File: config.mk
export PLATFORM = sky130hd
export DESIGN_NAME = exec_datapath
export DESIGN_NICKNAME = d
export VERILOG_FILES = /design/src/exec_pkg.sv /design/src/sub_unit.sv /design/src/exec_datapath.sv
export VERILOG_INCLUDE_DIRS = /design/src
export SDC_FILE = /design/constraint.sdc
export NUM_CORES = 1
export LEC_CHECK = 0
export ABC_AREA = 1
export ABC_CLOCK_PERIOD_IN_PS = 3530
export BUFFER_PORTS_ARGS = -buffer_cell sky130_fd_sc_hd__buf_2
export CORE_MARGIN = 1.5
export CORE_UTILIZATION = 40
export CTS_CLUSTER_DIAMETER = 40
export CTS_CLUSTER_SIZE = 28
export DETAILED_ROUTE_END_ITERATION = 8
export GPL_ROUTABILITY_DRIVEN = 1
export MAX_ROUTING_LAYER = met4
export PLACE_DENSITY = 0.59
export REMOVE_ABC_BUFFERS = 1
export SETUP_SLACK_MARGIN = 0.05
export SLEW_MARGIN = 40
export SYNTH_ARGS = -nofsm -noshare
export SYNTH_HDL_FRONTEND = slang
export SYNTH_HIERARCHICAL = 1
export SYNTH_SLANG_ARGS = --single-unit
File: constraint.sdc
create_clock -name clk -period 3.53 [get_ports clk]
set_clock_uncertainty 0.05 [all_clocks]
set_input_delay 0.353 -clock clk [delete_from_list [all_inputs] [get_ports clk]]
set_output_delay 0.353 -clock clk [all_outputs]
set_load 0.005 [all_outputs]
File: src/exec_params.svh
// Constants for the subtract, swap and table-read execution datapath
`ifndef EXEC_PARAMS_SVH
`define EXEC_PARAMS_SVH
`define DATA_W 8
`define FILE_ADDR_W 6
`define FILE_DEPTH 64
`define PROG_W 14
`define PROG_ADDR_W 11
`define TPH_W 3
`define THD_W 6
`define NIB_LO_MSB 3
`define ACC_RESET 8'h00
`define TPH_RESET 3'h0
`define THD_RESET 6'h00
`define FILE_RESET 8'h00
`define TABLE_CYCLES 2
`endif

File: src/exec_pkg.sv
// Types for the subtract, swap and table-read execution datapath
package exec_pkg;
	typedef enum logic [2:0] {
		op_none,
		op_reg_minus_acc,
		op_nibble_exchange,
		op_imm_minus_acc,
		op_program_table_read
	} op_type;
	typedef enum logic {
		st_idle,
		st_table_wait
	} phase_type;
endpackage : exec_pkg

File: src/sub_unit.sv
// Eight-bit subtractor with zero, digit-carry and carry flags
`timescale 1ns/1ps
`include "exec_params.svh"
module sub_unit (
	input wire logic [7:0] minuend,
	input wire logic [7:0] subtrahend,
	output logic [7:0] result,
	output logic zero,
	output logic digit_carry,
	output logic carry
);
	logic [4:0] low_sum;
	logic [8:0] full_sum;
	always_comb
	begin
		// Add the inverse plus one, carry out means no borrow
		low_sum = {1'b0, minuend[3:0]} + {1'b0, ~subtrahend[3:0]} + 5'h01;
		full_sum = {1'b0, minuend} + {1'b0, ~subtrahend} + 9'h001;
		result = full_sum[7:0];
		// [RULE7] digit carry and zero
		digit_carry = low_sum[4];
		zero = (full_sum[7:0] == 8'h00);
		carry = full_sum[8];
	end
endmodule : sub_unit

File: src/exec_datapath.sv
// Execution datapath for subtract, nibble swap and program table read
`timescale 1ns/1ps
`include "exec_params.svh"
// Summary of operation
// [RULE1] Register minus accumulator in one cycle, updating zero, digit-carry, carry.
// [RULE2] Destination bit zero writes accumulator, one writes the file register.
// [RULE3] Nibble exchange swaps register halves, flags untouched, one cycle.
// [RULE4] Immediate minus accumulator into accumulator, flags updated, one cycle.
// [RULE5] Table read addresses {pointer high[2:0], acc}, low byte to acc, two cycles.
// [RULE6] Upper six bits of the fetched word go to table high data.
// [RULE7] Digit carry set without borrow from bit 3; zero on zero result.
module exec_datapath (
	input wire logic clk,
	input wire logic srst,
	input wire logic start,
	input wire exec_pkg::op_type op,
	input wire logic [5:0] file_addr,
	input wire logic dest_bit,
	input wire logic [7:0] imm,
	input wire logic [2:0] table_pointer_high,
	input wire logic [13:0] prog_data,
	output logic [10:0] prog_addr,
	output logic busy,
	output logic done,
	output logic [7:0] acc,
	output logic [5:0] table_high_data,
	output logic zero_flag,
	output logic digit_carry_flag,
	output logic carry_flag,
	output logic file_we,
	output logic [5:0] file_waddr,
	output logic [7:0] file_wdata
);
	// ----------------------------------------
	// State
	// ----------------------------------------
	typedef struct packed {
		exec_pkg::phase_type phase;
		logic [7:0] acc;
		logic [5:0] thd;
		logic z;
		logic dc;
		logic c;
		logic [10:0] paddr;
		logic busy;
		logic done;
		logic we;
		logic [5:0] waddr;
		logic [7:0] wdata;
	} state_type;

	state_type cur;
	state_type next_cur;
	logic [7:0] file_mem [0:`FILE_DEPTH-1];
	logic [7:0] file_rd;
	logic [7:0] sub_a;
	logic [7:0] sub_res;
	logic sub_z;
	logic sub_dc;
	logic sub_c;

	assign file_rd = file_mem[file_addr];

	// ----------------------------------------
	// Helpers
	// ----------------------------------------
	function automatic logic [7:0] swap_nibbles(input logic [7:0] value);
		swap_nibbles = {value[3:0], value[7:4]};
	endfunction : swap_nibbles

	// ----------------------------------------
	// Subtractor
	// ----------------------------------------
	always_comb
	begin
		// Both subtracts share one subtractor, only the minuend differs
		sub_a = (op == exec_pkg::op_imm_minus_acc) ? imm : file_rd;
	end

	sub_unit u_sub (
		.minuend(sub_a),
		.subtrahend(cur.acc),
		.result(sub_res),
		.zero(sub_z),
		.digit_carry(sub_dc),
		.carry(sub_c)
	);

	// ----------------------------------------
	// Next state
	// ----------------------------------------
	always_comb
	begin
		next_cur = cur;
		next_cur.done = 1'b0;
		next_cur.we = 1'b0;
		unique case (cur.phase)
			exec_pkg::st_idle:
			begin
				if (start)
				begin
					unique case (op)
						exec_pkg::op_reg_minus_acc:
						begin
							// [RULE1] flags from subtract
							next_cur.z = sub_z;
							next_cur.dc = sub_dc;
							next_cur.c = sub_c;
							next_cur.done = 1'b1;
							// [RULE2] destination steering
							if (dest_bit)
							begin
								next_cur.we = 1'b1;
								next_cur.waddr = file_addr;
								next_cur.wdata = sub_res;
							end
							else
								next_cur.acc = sub_res;
						end
						exec_pkg::op_nibble_exchange:
						begin
							// [RULE3] swap halves, flags kept
							next_cur.done = 1'b1;
							if (dest_bit)
							begin
								next_cur.we = 1'b1;
								next_cur.waddr = file_addr;
								next_cur.wdata = swap_nibbles(file_rd);
							end
							else
								next_cur.acc = swap_nibbles(file_rd);
						end
						exec_pkg::op_imm_minus_acc:
						begin
							// [RULE4] immediate subtract
							next_cur.acc = sub_res;
							next_cur.z = sub_z;
							next_cur.dc = sub_dc;
							next_cur.c = sub_c;
							next_cur.done = 1'b1;
						end
						exec_pkg::op_program_table_read:
						begin
							// [RULE5] form table address
							next_cur.paddr = {table_pointer_high, cur.acc};
							next_cur.busy = 1'b1;
							next_cur.phase = exec_pkg::st_table_wait;
						end
						default:
						begin
							next_cur.done = 1'b0;
						end
					endcase
				end
			end
			// Start is ignored here, a pending table read blocks new ops
			exec_pkg::st_table_wait:
			begin
				// Program word settles from prog_addr during this cycle
				// [RULE5] low byte on second cycle
				next_cur.acc = prog_data[7:0];
				// [RULE6] upper six bits
				next_cur.thd = prog_data[13:8];
				next_cur.busy = 1'b0;
				next_cur.done = 1'b1;
				next_cur.phase = exec_pkg::st_idle;
			end
		endcase
		// Reset wins over any op issued in the same cycle
		if (srst)
		begin
			next_cur.phase = exec_pkg::st_idle;
			next_cur.acc = `ACC_RESET;
			next_cur.thd = `THD_RESET;
			next_cur.z = 1'b0;
			next_cur.dc = 1'b0;
			next_cur.c = 1'b0;
			next_cur.paddr = 11'h000;
			next_cur.busy = 1'b0;
			next_cur.done = 1'b0;
			next_cur.we = 1'b0;
			next_cur.waddr = 6'h00;
			next_cur.wdata = 8'h00;
		end
	end

	always_ff @(posedge clk)
	begin
		cur <= next_cur;
	end

	// ----------------------------------------
	// File register array
	// ----------------------------------------
	// Cleared on reset so no entry is ever read unknown
	generate
		for (genvar i = 0; i < `FILE_DEPTH; i = i + 1)
		begin : g_file
			always_ff @(posedge clk)
			begin
				if (srst)
					file_mem[i] <= `FILE_RESET;
				else if (next_cur.we && (next_cur.waddr == 6'(i)))
					file_mem[i] <= next_cur.wdata;
			end
		end
	endgenerate

	// ----------------------------------------
	// Outputs
	// ----------------------------------------
	assign prog_addr = cur.paddr;
	assign busy = cur.busy;
	assign done = cur.done;
	assign acc = cur.acc;
	assign table_high_data = cur.thd;
	assign zero_flag = cur.z;
	assign digit_carry_flag = cur.dc;
	assign carry_flag = cur.c;
	assign file_we = cur.we;
	assign file_waddr = cur.waddr;
	assign file_wdata = cur.wdata;
endmodule : exec_datapath

==> impl_metrics.csv <==
group,metric,value,unit
run_status,run_status,"complete, no violations",
synthesis,synthCells,2900,
layout,antennaDiodeCount,0,
synthesis,synth_edf_count,512,
clock_tree,clockBufferDepth,3,
floorplan,die_width,263,um
drt,antenna_left,0,
drt,dr.pass1.iters,5,
synthesis,synth_common_cells,"817 x nand2_1, 512 x edfxtp_1, 449 x nand3_1, 379 x nor2_1, 224 x a21oi_1",
clock_tree,cts_tree,"built",
placed_design,dp_cells,3852,
global_route,grt_usage,0.253,
synthesis,yosysWarnings,6,
sta,min_period,3.52,ns
drt,drc,0,
drt,wl_per_cell,21.2,um
clock_tree,cts-root-buf,"clkbuf_16",
sta,finalHoldViolCount,0,
synthesis,yosysTopAreaCell,"edfxtp_1",
placed_design,port_buffers,82,
synthesis,syn_area_per_cell,9.30,um^2
pwr,peakVddDrop,293,uV
sta,tightest_slew,0.588,ns
synthesis,yosysUniqueCellTypes,32,
clock_tree,numCtsBuffers,90,
setup_path,critPathLaunchType,"flop",
synthesis,synth-seq-area-share,0.604,
sta,max-slew-margin-rel,0.608,
synthesis,synth.most_common_cell,"nand2_1",
synthesis,postSynth.asyncResetShare,0,
setup_path,critPathMaxFanout,6,
global_route,grt_max_degree,53,
drt,routed_wl,86000,um
layout,layout.nets,3161,
clock_tree,insertion_delay,0.65,ns
pwr,power_density,531,nW/um^2
setup_path,worst_path_max_delay_cell,"fa_2",
setup_path,endpoint_kind,"flop",
placed_design,globalplace.congestion,0.936,
drt,drt_iter0_drc,2448,
sta,slew_violations,0,
pwr,p_leak,13.5,nW
layout,final_area,33900,um^2
sta,finalCritPeriodShare,0.997,
placed_design,place_hpwl,57800,um
clock_tree,h-tree-depth,3,
layout,instances_no_fill,4053,
floorplan,ioPinCount,83,
layout,areaGrowthSynthToFinish,25.9,%
sta,rsz0062_at_grt,"true",
clock_tree,cts.sinks,558,
global_route,grt_overflow,0,
drt,vias,22262,
min_path,hold_class,"primary input to flop",
synthesis,synth_top_area_share,0.570,
floorplan,start_util,0.407,
global_route,antenna_found_initial,0,
setup_path,worstSetupPathType,"flop to flop",
sta,setup_viol,0,
layout,drive_above_1_share,0.226,
placed_design,dpl_cell_area,29900,um^2
synthesis,ys_seq_elements,558,
setup_path,arrival,3.85,ns
floorplan,core_area,66200,um^2
job,cap_violations,0,
synthesis,synth_area,27000,um^2
setup_path,critical-path-max-stage-delay,0.40,ns
floorplan,die_h,263,um
drt,vias_per_cell,5.49,
global_route,grt_pass1_vias,22029,
floorplan,dieArea,69000,um^2
clock_tree,cts.clk_slew.worst_paths,0.06,ns
synthesis,synthFlopType,"edfxtp_1",
setup_path,required,3.86,ns
global_route,grt_pass1_wl,131000,um
sta,fmax,284,MHz
floorplan,placementRows,94,
synthesis,ys_top_cells_by_area,"edfxtp_1 57%, nand2_1 11%, nand3_1 8.3%",
sequential cells by signal (all words and copies together), names as in the netlist:
signal / count
acc: 8
busy: 1
carry_flag: 1
cur: 1
digit_carry_flag: 1
done: 1
file_mem: 512
file_waddr: 6
file_wdata: 8
file_we: 1
prog_addr: 11
table_high_data: 6
zero_flag: 1
area by class of cell:
| cell class | instances | area, um^2 |
|---|---|---|
| tap | 864 | 1080 |
| sequential | 558 | 16300 |
| clock buffer | 99 | 2340 |
| inverter | 65 | 264 |
| fill | 5962 | 32300 |
| multi-input combinational | 2032 | 9680 |
| clock inverter | 68 | 732 |
| timing repair buffer | 367 | 3560 |
critical path, delay by kind of cell, from the launching register on:
kind | cells | cell delay (ns)
AO/OA/AOI/OAI | 3 | 0.41
adder cells (fa/ha/maj) | 2 | 0.60
buffers and inverters | 6 | 0.61
flip-flops | 1 | 0.39
AND/OR/NAND/NOR | 16 | 1.19
path summary, 6_finish.rpt:
kind,from,endpoint,slack [ns],depth (start not counted)
setup / recovery,file_mem[17][0],file_mem[63][6],0.01,27
hold / removal,start,done,0.12,5
setup reg to reg,file_mem[17][0],file_mem[63][6],0.01,27
hold reg to reg,busy,busy,0.43,2
routing by layer:
metal | vias up | part of all wire | GRT usage
met5 | - | 0 | -
met3 | 190 | 0.078 | 0.0376
met4 | 0 | 0.033 | 0.0959
li1 | 10268 | - | -
met2 | 1066 | 0.48 | 0.414
met1 | 10738 | 0.41 | 0.319
report_power, final:
| part | internal, mW | switching (mW) | leakage, nW |
|---|---|---|---|
| combinational | 0.603 | 1.04 | 6.30 |
| clock | 5.48 | 3.40 | 1.48 |
| sequential | 7.41 | 0.0796 | 5.67 |
metrics by stage:
step,TNS [ns],power (mW),hold slack (ns),util,setup WS [ns]
after detailed placement,-186.05,9.15,0.421,0.452,-0.703
after global placement,-178.19,9.12,0.407,0.452,-0.737
after CTS,0,18.0,0.0798,0.506,0.0511
after floorplan,-3237.37,8.38,0.372,-,-4.19
final,0,18.0,0.124,0.513,0.00965
after global routing,-17.61,18.5,0.125,0.513,-0.169
kinds of logic after synthesis:
group	share of synthesized area
simple gates	0.284
flops	0.604
buf+inv	0.0540
compound gates	0.0529
fa+ha+maj	0.00446
layout by cell type, fill, tap and decap left out, types with 9 or more instances in the layout:
cell type / instances
nand2_1: 805
edfxtp_1: 512
nand3_1: 415
nor2_1: 347
a21oi_1: 222
buf_4: 196
clkbuf_16: 99
buf_2: 80
buf_12: 59
nand2_2: 58
dfxtp_1: 46
inv_1: 40
o21ai_0: 33
nand2_4: 30
nand3_2: 29
nor2_2: 29
nor2_4: 20
inv_2: 19
dlygate4sd3_1: 18
clkinv_4: 13
inv_6: 12
clkinvlp_4: 10
clkinv_1: 9
repair_timing:
| action | 4_1_cts | 5_1_grt |
|---|---|---|
| hold endpoints to repair | 20 | 0 |
| resized for setup | 41 | 76 |
| pin swaps | 9 | 28 |
| hold buffers | 18 | 0 |
| setup endpoints to repair | 161 | 284 |
| buffers inserted | 4 | 5 |
| cloned | 2 | 7 |
Note: power is estimated with default switching activity, not from simulation.
